$ cat config.mk
export PLATFORM = sky130hd
export DESIGN_NAME = psm_pin_state_mode_control
export DESIGN_NICKNAME = d
export VERILOG_FILES = /design/src/psm_pkg.sv /design/src/psm_pin_state_mode_control.sv /design/src/psm_pin_cell.sv
export SDC_FILE = /design/constraint.sdc
export NUM_CORES = 1
export LEC_CHECK = 0
export ABC_AREA = 0
export BUFFER_PORTS_ARGS = -buffer_cell sky130_fd_sc_hd__buf_2
export CORE_AREA = 5 5 90 92
export DETAILED_ROUTE_END_ITERATION = 16
export DIE_AREA = 0 0 95 97
export GPL_TIMING_DRIVEN = 0
export HOLD_SLACK_MARGIN = 0.1
export PLACE_DENSITY = 0.47
export SETUP_SLACK_MARGIN = 0.4
export SLEW_MARGIN = 30
export SYNTH_ARGS = -nofsm -noshare
export SYNTH_HDL_FRONTEND = slang
export SYNTH_HIERARCHICAL = 1
export SYNTH_SLANG_ARGS = --single-unit
$ cat constraint.sdc
create_clock -name REF_CLK_I -period 4.45 [get_ports REF_CLK_I]
set_input_delay 1.335 -clock REF_CLK_I [delete_from_list [all_inputs] [get_ports REF_CLK_I]]
set_output_delay 1.335 -clock REF_CLK_I [all_outputs]
set_load 0.02 [all_outputs]
$ cat src/psm_pkg.sv
// shared constants and types for the pin state and mode control block
package psm_pkg;
  // ----------------------------------------------------------------
  // device state codes (gray along reset -> run -> standby path)
  // ----------------------------------------------------------------
  typedef enum logic [2:0] {
    ST_POR     = 3'h0,
    ST_EXT_RST = 3'h1,
    ST_INT_RST = 3'h3,
    ST_RUN     = 3'h2,
    ST_STANDBY = 3'h6
  } psm_state_t;

  // ----------------------------------------------------------------
  // widths and reset values
  // ----------------------------------------------------------------
  localparam int unsigned NPINS = 8;
  localparam logic [NPINS-1:0] PINS_ZERO = 8'h00;
  localparam logic ZERO = 1'b0;
  localparam logic ONE = 1'b1;
  localparam logic LEVEL_FLOAT = 1'b1;  // standby level bit value that floats pins
  // internal reset stretch after the external reset input rises
  localparam int unsigned INT_RST_NS = 80;
  localparam int unsigned CLK_PERIOD_NS = 8;
  localparam int unsigned INT_RST_CYCLES = (INT_RST_NS + CLK_PERIOD_NS - 1) / CLK_PERIOD_NS;
  localparam logic [3:0] INT_RST_LAST = 4'(INT_RST_CYCLES - 1);
  localparam logic [3:0] CNT_ZERO = 4'h0;
  localparam logic [3:0] CNT_ONE = 4'h1;
endpackage

$ cat src/psm_pin_state_mode_control.sv
// top of the pin state and mode control block
`timescale 1ns/1ps
`default_nettype none
// Functional notes
// - level bit set in standby: general pins float, inward value low
// - held pins keep prior state; peripheral pins follow peripheral
// - input forced to zero never passes the outside level inward
// - high impedance means output driver switched off
// - general pin setup blocked in power-on, reset-input and internal reset
// - low external reset input means reset-input state; high means not
// - input-enabled pins, like main clock input, pass their level inward
module psm_pin_state_mode_control (
  input wire logic REF_CLK_I,
  input wire logic RST_I,
  input wire logic POWER_OK_I,
  input wire logic EXTERNAL_RESET_IN_I,
  input wire logic STANDBY_REQ_I,
  input wire logic WAKE_I,
  input wire logic STANDBY_PIN_LEVEL_I,
  input wire logic [psm_pkg::NPINS-1:0] PERIPH_SEL_I,
  input wire logic [psm_pkg::NPINS-1:0] PERIPH_OUT_I,
  input wire logic [psm_pkg::NPINS-1:0] PERIPH_OE_I,
  input wire logic [psm_pkg::NPINS-1:0] PORT_OUT_I,
  input wire logic [psm_pkg::NPINS-1:0] PORT_OE_I,
  input wire logic [psm_pkg::NPINS-1:0] PAD_I,
  output logic [psm_pkg::NPINS-1:0] PAD_O,
  output logic [psm_pkg::NPINS-1:0] PAD_OE_O,
  output logic [psm_pkg::NPINS-1:0] PIN_IN_O,
  input wire logic MAIN_CLK_PAD_I,
  output logic MAIN_CLK_IN_O,
  input wire logic OSC_RUNNING_I,
  input wire logic OSC_OUT_I,
  input wire logic OSC_OUT_PAD_I,
  output logic OSC_OUT_PAD_O,
  output logic OSC_OUT_PAD_OE_O,
  output logic OSC_OUT_IN_O,
  output logic [2:0] STATE_O
);
  psm_pkg::psm_state_t state, next_state;
  logic [3:0] rst_cnt, next_rst_cnt;
  logic blocked, hold, float_pins;

  // ----------------------------------------------------------------
  // device state sequencing
  // ----------------------------------------------------------------
  always_comb begin
    next_state = state;
    next_rst_cnt = rst_cnt;
    case (state)
      psm_pkg::ST_POR: begin
        if (POWER_OK_I) begin
          next_state = psm_pkg::ST_EXT_RST;
        end
      end
      psm_pkg::ST_EXT_RST: begin
        next_rst_cnt = psm_pkg::CNT_ZERO;
        if (EXTERNAL_RESET_IN_I) begin
          next_state = psm_pkg::ST_INT_RST;
        end
      end
      psm_pkg::ST_INT_RST: begin
        // internal reset is stretched a fixed time after the pin rises
        next_rst_cnt = rst_cnt + psm_pkg::CNT_ONE;
        if (rst_cnt == psm_pkg::INT_RST_LAST) begin
          next_state = psm_pkg::ST_RUN;
        end
      end
      psm_pkg::ST_RUN: begin
        if (STANDBY_REQ_I) begin
          next_state = psm_pkg::ST_STANDBY;
        end
      end
      psm_pkg::ST_STANDBY: begin
        if (WAKE_I) begin
          next_state = psm_pkg::ST_RUN;
        end
      end
      default: begin
        next_state = psm_pkg::ST_POR;
      end
    endcase
    // power loss or low reset pin override every other state
    if (!POWER_OK_I) begin
      next_state = psm_pkg::ST_POR;
    end else if (!EXTERNAL_RESET_IN_I && state != psm_pkg::ST_POR) begin
      next_state = psm_pkg::ST_EXT_RST;
    end
  end

  always_ff @(posedge REF_CLK_I or posedge RST_I) begin
    if (RST_I) begin
      state <= psm_pkg::ST_POR;
      rst_cnt <= psm_pkg::CNT_ZERO;
    end else begin
      state <= next_state;
      rst_cnt <= next_rst_cnt;
    end
  end

  // ----------------------------------------------------------------
  // per-state pin policy
  // ----------------------------------------------------------------
  // blocking decoded from next state so pins react with the state register
  assign blocked = (next_state == psm_pkg::ST_POR) || (next_state == psm_pkg::ST_EXT_RST)
                 || (next_state == psm_pkg::ST_INT_RST);
  assign hold = (next_state == psm_pkg::ST_STANDBY);
  assign float_pins = hold && (STANDBY_PIN_LEVEL_I == psm_pkg::LEVEL_FLOAT);

  // one cell per general pin
  for (genvar g = 0; g < psm_pkg::NPINS; g++) begin : g_pin
    psm_pin_cell u_cell (
      .clk_i(REF_CLK_I),
      .rst_i(RST_I),
      .blocked_i(blocked),
      .hold_i(hold),
      .float_i(float_pins),
      .periph_sel_i(PERIPH_SEL_I[g]),
      .periph_out_i(PERIPH_OUT_I[g]),
      .periph_oe_i(PERIPH_OE_I[g]),
      .port_out_i(PORT_OUT_I[g]),
      .port_oe_i(PORT_OE_I[g]),
      .pad_i(PAD_I[g]),
      .pad_o(PAD_O[g]),
      .pad_oe_o(PAD_OE_O[g]),
      .in_o(PIN_IN_O[g])
    );
  end

  // ----------------------------------------------------------------
  // clock pins
  // ----------------------------------------------------------------
  logic next_main_in, next_osc_pad, next_osc_oe, next_osc_in;
  always_comb begin
    next_main_in = MAIN_CLK_PAD_I;
    next_osc_pad = OSC_OUT_PAD_O;
    next_osc_oe = OSC_OUT_PAD_OE_O;
    next_osc_in = OSC_OUT_IN_O;
    if (blocked || !OSC_RUNNING_I) begin
      next_osc_pad = psm_pkg::ZERO;
      next_osc_oe = psm_pkg::ZERO;
      next_osc_in = psm_pkg::ZERO;
    end else begin
      next_osc_pad = OSC_OUT_I;
      next_osc_oe = psm_pkg::ONE;
      next_osc_in = OSC_OUT_PAD_I;
    end
  end

  always_ff @(posedge REF_CLK_I or posedge RST_I) begin
    if (RST_I) begin
      MAIN_CLK_IN_O <= psm_pkg::ZERO;
      OSC_OUT_PAD_O <= psm_pkg::ZERO;
      OSC_OUT_PAD_OE_O <= psm_pkg::ZERO;
      OSC_OUT_IN_O <= psm_pkg::ZERO;
      STATE_O <= psm_pkg::ST_POR;
    end else begin
      MAIN_CLK_IN_O <= next_main_in;
      OSC_OUT_PAD_O <= next_osc_pad;
      OSC_OUT_PAD_OE_O <= next_osc_oe;
      OSC_OUT_IN_O <= next_osc_in;
      STATE_O <= next_state;
    end
  end

  // ----------------------------------------------------------------
  // checks
  // ----------------------------------------------------------------
  logic in_stby;
  assign in_stby = (STATE_O == psm_pkg::ST_STANDBY);
endmodule
`default_nettype wire

$ cat src/psm_pin_cell.sv
// one pin cell: drive, enable and inward path for a single general-purpose pin
`timescale 1ns/1ps
`default_nettype none
module psm_pin_cell (
  input wire logic clk_i,
  input wire logic rst_i,
  input wire logic blocked_i,
  input wire logic hold_i,
  input wire logic float_i,
  input wire logic periph_sel_i,
  input wire logic periph_out_i,
  input wire logic periph_oe_i,
  input wire logic port_out_i,
  input wire logic port_oe_i,
  input wire logic pad_i,
  output logic pad_o,
  output logic pad_oe_o,
  output logic in_o
);
  logic next_pad_o;
  logic next_pad_oe_o;
  logic next_in_o;

  // pick drive and inward value for this pin
  always_comb begin
    next_pad_o = pad_o;
    next_pad_oe_o = pad_oe_o;
    next_in_o = pad_i;
    if (blocked_i) begin
      next_pad_o = psm_pkg::ZERO;
      next_pad_oe_o = psm_pkg::ZERO;
      next_in_o = psm_pkg::ZERO;
    end else if (float_i) begin
      next_pad_oe_o = psm_pkg::ZERO;
      next_in_o = psm_pkg::ZERO;
    end else if (periph_sel_i) begin
      // a running peripheral keeps steering the pin even while held
      next_pad_o = periph_out_i;
      next_pad_oe_o = periph_oe_i;
    end else if (!hold_i) begin
      next_pad_o = port_out_i;
      next_pad_oe_o = port_oe_i;
    end
  end

  // register pin outputs
  always_ff @(posedge clk_i or posedge rst_i) begin
    if (rst_i) begin
      pad_o <= psm_pkg::ZERO;
      pad_oe_o <= psm_pkg::ZERO;
      in_o <= psm_pkg::ZERO;
    end else begin
      pad_o <= next_pad_o;
      pad_oe_o <= next_pad_oe_o;
      in_o <= next_in_o;
    end
  end
endmodule
`default_nettype wire

* After elaboration in Yosys (flattened, before gate mapping) *
Cells that the tools add are included.

operators by class
  reductions and logical operators = 19
  $lt $le $gt $ge = 0
  $add $sub $neg = 1
  bitwise gates (word level) = 0
  equal/unequal tests = 25
  mux-type cells = 91
  multiply operators = 0
  div/mod/pow operators = 0
  shift-type cells = 0

operator list
  kind                   number
  $mux W1                83
  $ne A4 B4 Y1 const B   8
  $ne A3 B3 Y1 const B   8
  $mux W3                6
  $reduce_and A2 Y1      8
  $pmux W3 S5            1
  $eq A3 B2 Y1 const B   3
  $pmux W4 S2            1
  $eq A3 B1 Y1 const B   2
  $eq A3 B3 Y1 const B   2
  $logic_not A3 Y1       2
  $add A4 B1 Y4 const B  1
  $eq A4 B4 Y1 const B   1
  $logic_or A1 B1 Y1     3
  $reduce_bool A3 Y1     1
  $logic_and A1 B1 Y1    2
  $logic_not A1 Y1       2
  $ne A2 B2 Y1 const B   1
  $reduce_bool A2 Y1     1

storage, ports and cells
  bits in latches = 0
  logic and storage cells = 166
  memories kept = 0
  memory bits (writable) = 0
  bits in read-only memories = 0
  input bits = 59
  register bits = 35

* Longest topological paths before layout *
Gate-level depths: netlist of run 1.

  depth after elaboration = 10
  gate-level depth with buffers = 7
  depth with buffers taken out = 7

* Cells and area by module *
Netlist of run 1, hierarchy kept.

by module, submodules not included
  module                      area an instance (µm²)  instances  cells an instance
  psm_pin_cell                152.6                   8          15
  psm_pin_state_mode_control  539.3                   1          51

* Worst setup path before layout of run 1 *
OpenSTA, ideal clock, no wires.

  path type = input to register
  start point = input WAKE_I
  end point = register g_pin[0].u_cell.pad_oe_o
  library setup time = 0.115 ns
  stages = 4
  path slack = 0.375 ns
  arrival time = 3.960 ns
  cell sequence = or2b_1 -> a211oi_1 -> mux2i_1 -> a2111oi_2

between the ends
  cells in the longest elaborated chain, start to end = 8
  elaborated cells on any way between the ends = 14

RTL lines
  what                  line                               source
  from (decl)           psm_pin_state_mode_control.sv:18   input wire logic WAKE_I,
  $mux W3 *             psm_pin_state_mode_control.sv:74   if (WAKE_I) begin
  $pmux W3 S5 *         psm_pin_state_mode_control.sv:49   case (state)
  $mux W3 *             psm_pin_state_mode_control.sv:85   end else if (!EXTERNAL_RESET_IN_I && state != psm_pkg::ST_POR) begin
  $mux W3 *             psm_pin_state_mode_control.sv:83   if (!POWER_OK_I) begin
  $eq A3 B3 Y1 *        psm_pin_state_mode_control.sv:106  assign hold = (next_state == psm_pkg::ST_STANDBY);
  net hold              psm_pin_state_mode_control.sv:41   logic blocked, hold, float_pins;
  $logic_and A1 B1 Y1   psm_pin_state_mode_control.sv:107  assign float_pins = hold && (STANDBY_PIN_LEVEL_I == psm_pkg::LEVEL_FLOAT);
  $mux W1               psm_pin_cell.sv:33                 end else if (float_i) begin
  $mux W1               psm_pin_cell.sv:29                 if (blocked_i) begin
  to (signal assigned)  psm_pin_cell.sv:50                 pad_oe_o <= psm_pkg::ZERO;
  to (signal assigned)  psm_pin_cell.sv:54                 pad_oe_o <= next_pad_oe_o;
  to (decl)             psm_pin_cell.sv:17                 output logic pad_oe_o,

The timed path passes the listed nets; every way through them passes the cells marked *.
A chain may end at the register's enable or synchronous reset.

* Worst setup path in the final report of run 1 *
  start point = input WAKE_I
  end point = register g_pin[5].u_cell.pad_o

between the ends
  elaborated cells on any way between the ends = 15

RTL lines
  what                                line                               source
  $mux W3                             psm_pin_state_mode_control.sv:74
  $pmux W3 S5                         psm_pin_state_mode_control.sv:49
  $mux W3                             psm_pin_state_mode_control.sv:85
  $mux W3                             psm_pin_state_mode_control.sv:83
  net next_state[2]                   psm_pin_state_mode_control.sv:39   psm_pkg::psm_state_t state, next_state;
  $eq A3 B3 Y1                        psm_pin_state_mode_control.sv:106
  $logic_and A1 B1 Y1                 psm_pin_state_mode_control.sv:107
  net float_pins                      psm_pin_state_mode_control.sv:41
  $ne A2 B2 Y1 (no source line)       -
  $reduce_and A2 Y1 (no source line)  -
  to (signal assigned)                psm_pin_cell.sv:49                 pad_o <= psm_pkg::ZERO;
  to (signal assigned)                psm_pin_cell.sv:53                 pad_o <= next_pad_o;
  to (decl)                           psm_pin_cell.sv:16                 output logic pad_o,

The timed path passes the listed nets, and every way through them passes these cells.

==> impl_metrics.toml, run 1 <==
[cells_and_area]
antennaDiodeCount = 0
final_common_cell = "buf_2"
drive_above_1_share_pct = 44.8
final_cell_mix = "buf_2 (89), inv_1 (36), dfrtp_1 (35)"
layout.nets = 330
syn_to_final_growth_pct = 39.0

[pwr]
power_density_nw_per_um2 = 252
peakVddDrop_mv = 0.0931
power_uw = 616
leakagePower_uw = 0.00134

[floorplanning]
die_h_um = 97
io_pins = 90
dieArea_um2 = 9220
rows = 31
start_util_pct = 24.7
die_x_um = 95
core_um2 = 7140

[hold_path]
hold_path_class = "reg2reg"

[synthesis]
yosysSeqAreaShare_pct = 49.8
syn_area_um2 = 1760
avgSynthCellArea_um2 = 10.3
syn-num-nets = 232
ys_types = 27
yosysWarningCount = 6
synth_cells = 171
ys_ff_latch = 35

[critical_path]
path_depth = 6
r2r-start = "STATE_O[2]"
reg2reg_to = "g_pin[5].u_cell/pad_o"
crit_buf_inv = 1
cpPeakStageDelay_ns = 0.68
worstSetupStartpoint = "WAKE_I"
critical_path_class = "in2reg"
required_ns = 4.61
critPathLaunchType = "primary input"
ff2ff_path_depth = 5
cp-end-kind = "flop"
endpoint = "g_pin[5].u_cell/pad_o"
crit_arrival_ns = 3.04
crit_fanout = 32
reg2reg_slack_ns = 2.31
crit_family = "simple AND/OR/NAND/NOR gates"
path_cells = "buf_2, or2b_1, a211oi_1, and2_2, a21oi_1, o221a_2"
cpMaxStageDelayCell = "and2_2"

[detailed_routing]
vias_per_cell = 4.27
antenna_left = 0
routed_wl_um = 4760
drc = 0
post_drt_wl_per_cell_um = 12.9
dr.pass1.iters = 5
vias = 1575
drt_iter0_drc = 47

[clock_tree]
cts_setup_buffers = 0
cts_tree = "built"
clk_pin_slew_ns = 0.07
cts_root_buf = "clkbuf_8"
cts_made_buffers = 5
cts_max_path_buffers = 2
cts_resized = 0
clk_latency_ns = 0.28
holdBufCountCts = 0
cts_sinks = 35
cts_max_level = 2

[global_route]
gr-total-overflow = 0
grt_antenna_before_repair = 0
grt_pass1_wl_um = 7780
grt_usage_pct = 10.7
grt_max_degree = 33
grt_pass1_vias = 1647

[run_status]
status = "finished, final reports clean"

[timing]
finalCriticalPeriod_ns = 2.87
drv_slew = 0
clock-skew-final_ns = 0.00880
fmax_mhz = 348
tightest_slew_ns = 0.739
min_period_over_period_pct = 64.6
max_slew_margin_pct = 50.8
setup_viol = 0
rsz0062_at_grt = "false"
finalSetupTns_ns = 0
final-hold-violation-count = 0

[placement]
port_buffers = 89
gp_congestion = 0.732
dp_hpwl_um = 3640

[flow_run]
cap_viol_max_count = 0
## area by class of cell
| cell class | instances | area, µm² |
|---|---|---|
| fill | 785 | 4690 |
| sequential | 35 | 876 |
| multi-input combinational | 99 | 752 |
| timing repair buffer | 91 | 468 |
| inverter | 36 | 135 |
| tap | 99 | 124 |
| clock buffer | 7 | 76.3 |
| buffer | 1 | 11.3 |
| clock inverter | 1 | 5.00 |
## registers in the layout, summed over array words and instances, names as in the netlist
signal / cells
g_pin.u_cell/in_o: 8
g_pin.u_cell/pad_o: 8
OSC_OUT_PAD_OE_O: 1
g_pin.u_cell/pad_oe_o: 8
OSC_OUT_IN_O: 1
MAIN_CLK_IN_O: 1
OSC_OUT_PAD_O: 1
STATE_O: 3
rst_cnt: 4
## synthesized netlist by cell type
master	instances	area [µm²]
or2_1	1	6.26
or4b_1	1	10.0
nor3_1	10	50.1
o21a_1	1	7.51
ha_1	2	25.0
inv_1	36	135
dfrtp_1	35	876
a21o_1	1	7.51
a2111oi_2	8	120
o221a_2	8	90.1
nand3_1	3	15.0
nor2_1	8	30.0
a211oi_1	2	15.0
and2_1	1	6.26
nand4b_1	1	8.76
buf_6	1	11.3
a22o_2	1	10.0
nand2b_1	5	31.3
o21ai_0	3	15.0
a21oi_1	16	80.1
nand2_1	6	22.5
and3b_2	1	10.0
nor3b_1	9	67.6
nand2b_2	1	8.76
nand2b_4	1	13.8
or2b_1	1	7.51
mux2i_1	8	80.1
## worst min-delay path by stage
stage | from | slack [ns] | endpoint | depth (start not counted)
finish | rst_cnt[1] | 0.54 | rst_cnt[1] | 2
global route | g_pin[5].u_cell/pad_o | 0.58 | g_pin[5].u_cell/pad_o | 1
CTS | rst_cnt[1] | 0.54 | rst_cnt[1] | 2
detailed placement | rst_cnt[1] | 0.52 | rst_cnt[1] | 2
global placement | rst_cnt[3] | 0.51 | rst_cnt[3] | 2
floorplan | rst_cnt[1] | 0.49 | rst_cnt[1] | 2
## report_power, final
part           switching [µW]  internal [µW]
sequential               3.23            321
combinational            38.9           33.7
clock                     109            110
## worst register-to-register path, cell delays in order (launching register included)
cell	delay, ns
dfrtp_1	0.39
or2b_1	0.29
a211oi_1	0.27
and2_2	0.68
a21oi_1	0.10
o221a_2	0.30
## through the flow
| step | worst slack [ns] | cell area, µm² | hold WS, ns | util [%] | instances |
|---|---|---|---|---|---|
| detailed placement | 1.29 | 2370 | 0.525 | 33.2 | 361 |
| finish | 1.58 | 2450 | 0.536 | 34.3 | 369 |
| floorplan | 1.16 | 1770 | 0.491 | - | 171 |
| global route | 1.42 | 2450 | 0.578 | 34.3 | 369 |
| global placement | 0.283 | 2330 | 0.515 | 32.7 | 359 |
| CTS | 1.59 | 2450 | 0.544 | 34.3 | 369 |
## kinds of logic (layout without fill, tap and decap cells)
kind of cell	count (synthesis)	in the layout	synth area share (%)
mux	8	8	4.55
simple gates	49	49	16.3
compound gates	40	40	19.6
buf+inv	37	136	8.32
fa+ha+maj	2	2	1.42
flops	35	35	49.8
## routing by layer
layer	GRT usage (%)	up-vias	part of all wire [%]	wire, µm
li1	-	788	-	-
met1	14.2	718	46	2190
met2	16.4	64	45	2120
met3	3.03	5	8.4	400
met4	3.66	0	1.2	55
met5	0	-	0	0
(Power assumes the default switching activity.)
==> run 2, diff against run 1 <==
==> constraint.sdc (replaced) <==
create_clock -name REF_CLK_I -period 2.8 [get_ports REF_CLK_I]
set_input_delay 0.84 -clock REF_CLK_I [delete_from_list [all_inputs] [get_ports REF_CLK_I]]
set_output_delay 0.84 -clock REF_CLK_I [all_outputs]
set_load 0.02 [all_outputs]
==> impl_metrics.toml, run 2 (same netlist as run 1, synthesis figures left out) <==
[clock_tree]
clk_latency_ns = 0.28
cts_sinks = 35
cts_tree = "built"
cts_root_buf = "clkbuf_8"
cts_max_path_buffers = 2
cts_made_buffers = 5
clk_pin_slew_ns = 0.07
holdBufCountCts = 0
cts_max_level = 2

[critical_path]
reg2reg_to = "g_pin[1].u_cell/pad_oe_o"
cp-end-kind = "flop"
critical_path_class = "in2reg"
crit_fanout = 10
critPathLaunchType = "primary input"
r2r-start = "STATE_O[2]"
ff2ff_path_depth = 5
reg2reg_slack_ns = 0.81
worstSetupStartpoint = "WAKE_I"
required_ns = 2.98
crit_arrival_ns = 2.39

[pwr]
power_uw = 1030
leakagePower_uw = 0.00135
peakVddDrop_mv = 0.162
power_frac_clock_pct = 38.9
seq_power_share_pct = 49.9
power_frac_comb_pct = 11.2
power_density_nw_per_um2 = 416
swShare_pct = 23.8
p_int_uw = 788
netSwitchingPower_uw = 246

[cells_and_area]
final_common_cell = "buf_2"
finish.utilization_pct = 34.8
antennaDiodeCount = 0
syn_to_final_growth_pct = 41.1
drive_above_1_share_pct = 46.1
layout.nets = 331
reg.largest.list = "g_pin.u_cell/in_o: 8 flops, g_pin.u_cell/pad_o: 8 flops, g_pin.u_cell/pad_oe_o: 8 flops"
final_cell_mix = "buf_2 (89), inv_1 (36), dfrtp_1 (35)"

[detailed_routing]
drc = 0
drt_iter0_drc = 45
vias = 1560
vias_per_cell = 4.22
post_drt_wl_per_cell_um = 13.5
routed_wl_um = 4990
dr.pass1.iters = 4
antenna_left = 0

[timing]
fmax_mhz = 451
hold_ws_ns = 0.513
max_slew_margin_pct = 61.6
min_period_over_period_pct = 79.2
final-hold-violation-count = 0
finalCriticalPeriod_ns = 2.22
rsz0062_at_grt = "false"
clock-skew-final_ns = 0.00376
setup_viol = 0
drv_slew = 0
finalSetupTns_ns = 0
tightest_slew_ns = 0.576

[placement]
port_buffers = 89
gp_congestion = 0.743
dp_hpwl_um = 3740

[global_route]
grt_usage_pct = 10.8
grt_pass1_wl_um = 7820
grt_max_degree = 33
grt_antenna_before_repair = 1
grt_pass1_vias = 1642
gr-total-overflow = 0

[floorplanning]
die_x_um = 95
core_um2 = 7140
die_h_um = 97
dieArea_um2 = 9220
io_pins = 90
start_util_pct = 24.7
rows = 31

[run_status]
status = "finished, final reports clean"

[hold_path]
hold_path_class = "in2async"

[flow_run]
cap_viol_max_count = 0
[run 2: what timing repair did]
action / CTS / global route
resized for setup: 1 / 1
endpoints found under the setup margin: 8 / 1
setup buffers: 0 / 0
pin swaps: 0 / 1
gates cloned: 0 / 1
[run 2: through the flow]
| step | worst slack, ns | cells | cell area, µm² |
|---|---|---|---|
| floorplan | 0.313 | 171 | 1770 |
| global placement | -0.266 | 359 | 2340 |
| detailed placement | 0.0372 | 361 | 2370 |
| CTS | 0.549 | 369 | 2470 |
| global route | 0.466 | 370 | 2480 |
| finish | 0.582 | 370 | 2480 |
[run 2: final cells by class]
| class | instances | area [µm²] |
|---|---|---|
| inverter | 36 | 135 |
| clock inverter | 1 | 7.51 |
| fill | 785 | 4650 |
| sequential | 35 | 876 |
| buffer | 1 | 11.3 |
| clock buffer | 7 | 96.3 |
| timing repair buffer | 91 | 468 |
| multi-input combinational | 100 | 766 |
| tap | 99 | 124 |
[run 2: layer usage]
metal	vias to the layer above	routed length, µm	global-route usage, %
li1	792	-	-
met3	6	359	3.26
met2	49	2390	17.0
met4	2	88	4.33
met1	711	2140	13.8
met5	-	7	0
[run 2: power groups by stage]
stage	Sequential [µW]	Combinational, µW	Clock (µW)
4_1_cts	516	117	423
6_report	516	116	403
2_1_floorplan	530	52.5	0
3_5_place_dp	526	116	0
3_3_place_gp	526	115	0
5_1_grt	516	131	447
[run 2: how the worst max path moves through the flow]
| stage | to | slack, ns |
|---|---|---|
| detailed placement | g_pin[1].u_cell/pad_o | 0.04 |
| CTS | g_pin[1].u_cell/pad_o | 0.55 |
| global route | g_pin[1].u_cell/pad_oe_o | 0.47 |
| global placement | g_pin[1].u_cell/pad_oe_o | -0.27 |
| finish | g_pin[1].u_cell/pad_oe_o | 0.58 |
| floorplan | g_pin[0].u_cell/pad_oe_o | 0.31 |
[run 2: critical path, cell delays in order]
cell and delay, ns:
buf_2 0.09, or2b_1 0.27, a211oi_4 0.51, buf_6 0.23, mux2i_1 0.10, a2111oi_2 0.35
==> run 3, diff against run 2 <==
--- a/config.mk
+++ b/config.mk
@@ -12,7 +12,7 @@
 export DIE_AREA = 0 0 95 97
 export GPL_TIMING_DRIVEN = 0
 export HOLD_SLACK_MARGIN = 0.1
-export PLACE_DENSITY = 0.47
+export PLACE_DENSITY = 0.48
 export SETUP_SLACK_MARGIN = 0.4
 export SLEW_MARGIN = 30
 export SYNTH_ARGS = -nofsm -noshare
==> constraint.sdc (replaced) <==
create_clock -name REF_CLK_I -period 1.9 [get_ports REF_CLK_I]
set_input_delay 0.57 -clock REF_CLK_I [delete_from_list [all_inputs] [get_ports REF_CLK_I]]
set_output_delay 0.57 -clock REF_CLK_I [all_outputs]
set_load 0.02 [all_outputs]
==> impl_metrics.toml, run 3 (same netlist as run 1, synthesis figures left out) <==
[timing]
fmax_mhz = 568
rsz0062_at_grt = "true"
tightest_slew_ns = 0.450
max_slew_margin_pct = 70.0
finalSetupTns_ns = 0
clock-skew-final_ns = 0.00723
final-hold-violation-count = 0
setup_ws_ns = 0.140
setup_viol = 0
drv_slew = 0
finalCriticalPeriod_ns = 1.76
min_period_over_period_pct = 92.6

[pwr]
swShare_pct = 25.0
seq_power_share_pct = 45.7
peakVddDrop_mv = 0.258
leakagePower_uw = 0.00151
p_int_uw = 1240
power_frac_clock_pct = 41.3
power_density_nw_per_um2 = 572
power_frac_comb_pct = 13.0
netSwitchingPower_uw = 415

[floorplanning]
die_h_um = 97
io_pins = 90
die_x_um = 95
start_util_pct = 24.7
rows = 31
dieArea_um2 = 9220
core_um2 = 7140

[detailed_routing]
vias_per_cell = 4.39
post_drt_wl_per_cell_um = 15.7
vias = 1715
routed_wl_um = 6140
drt_iter0_drc = 29
dr.pass1.iters = 4
antenna_left = 0
drc = 0

[clock_tree]
cts_root_buf = "clkbuf_8"
clk_pin_slew_ns = 0.08
clk_latency_ns = 0.29
cts_tree = "built"
cts_sinks = 35
cts_max_level = 2
cts_made_buffers = 5
cts_max_path_buffers = 2

[placement]
port_buffers = 89
gp_congestion = 0.711
pre_cts_ws_ns = -0.286
dp_cells = 361
place_area_um2 = 2370
dp_hpwl_um = 3720

[cells_and_area]
fillers = 785
layout.nets = 352
final_area_um2 = 2900
reg.largest.list = "g_pin.u_cell/in_o: 8 flops, g_pin.u_cell/pad_o: 8 flops, g_pin.u_cell/pad_oe_o: 8 flops"
stdcell_count = 391
antennaDiodeCount = 0
final_common_cell = "buf_2"
syn_to_final_growth_pct = 65.0
final_cell_mix = "buf_2 (86), inv_1 (36), dfrtp_1 (34)"
drive_above_1_share_pct = 57.2

[critical_path]
cpMaxStageDelayCell = "dfrtp_1"
critical_path_class = "reg2reg"
required_ns = 2.08
cpPeakStageDelay_ns = 0.38
crit_arrival_ns = 1.94
critPathLaunchType = "flop"
cp-end-kind = "flop"
crit_fanout = 7
path_cells = "or2b_4, a211oi_4, and2_4, a21oi_1, o221a_2"

[global_route]
grt_antenna_before_repair = 0
grt_pass1_wl_um = 9270
grt_max_degree = 13
grt_usage_pct = 13.2
grt_pass1_vias = 1737
gr-total-overflow = 0

[run_status]
status = "finished, final reports clean"

[hold_path]
hold_path_class = "in2async"

[flow_run]
cap_viol_max_count = 0
[run 3: cell count changes in the layout (fill, tap and decap cells not counted), moves of 4 or more]
cell,previous run,this run
buf_4,0,15
nor3b_1,9,0
nor3b_2,0,9
a2111oi_2,8,2
a2111oi_4,0,6
or2_4,0,4
[run 3: power by group through the flow]
stage | logic (µW) | registers [µW] | clock network [µW]
final | 216 | 759 | 685
after detailed placement | 173 | 775 | 0
after global routing | 241 | 760 | 731
after CTS | 199 | 758 | 707
after floorplan | 77.7 | 781 | 0
after global placement | 171 | 775 | 0
[run 3: routing by layer]
layer	global-route usage, %	vias up	wire, µm
met1	16.8	826	2680
met3	2.95	5	319
met2	22.0	46	3060
met5	0	-	0
li1	-	838	-
met4	3.66	0	70
[run 3: final timing paths]
check                                      start                     to  slack [ns]  cells past startpoint
max                                   STATE_O[2]  g_pin[5].u_cell/pad_o        0.14                      5
min                                        RST_I  g_pin[6].u_cell/pad_o        0.23                      2
max reg2reg                           STATE_O[2]  g_pin[5].u_cell/pad_o        0.14                      5
min reg2reg                g_pin[4].u_cell/pad_o  g_pin[4].u_cell/pad_o        0.56                      1
max in group asynchronous                  RST_I             STATE_O[1]        1.19                      2
min in group REF_CLK_I            MAIN_CLK_PAD_I          MAIN_CLK_IN_O        0.39                      1
[run 3: cell type report]
| type | instances | area [µm²] | area share (%) |
|---|---|---|---|
| plain buffers | 1 | 11.3 | 0.388 |
| clock buffers | 5 | 68.8 | 2.37 |
| clock inverters | 3 | 43.8 | 1.51 |
| inverters | 36 | 135 | 4.65 |
| multi-input cells | 105 | 1000 | 34.4 |
| flip-flops and latches | 35 | 877 | 30.2 |
| well taps | 99 | 124 | 4.27 |
| repair buffers | 107 | 644 | 22.2 |
[run 3: stage by stage]
| step | util (%) | hold WS, ns | power (µW) |
|---|---|---|---|
| 2_1_floorplan | - | 0.324 | 859 |
| 3_3_place_gp | 32.9 | 0.522 | 945 |
| 3_5_place_dp | 33.2 | 0.530 | 948 |
| 4_1_cts | 38.3 | 0.238 | 1660 |
| 5_1_grt | 40.7 | 0.246 | 1730 |
| 6_report | 40.7 | 0.232 | 1660 |
[run 3: timing repair]
item | 4_1_cts | 5_1_grt
pin swaps | 6 | 7
gates resized for setup | 21 | 25
setup endpoints to repair | 25 | 30
buffers inserted | 14 | 1
gates cloned | 7 | 0
hold buffers | 0 | 0
[run 3: critical path: cells and delay by family, from the launching register on]
kind            cells  cell delay [ns]
compound gates      3             0.66
simple gates        2             0.61
flops               1             0.38
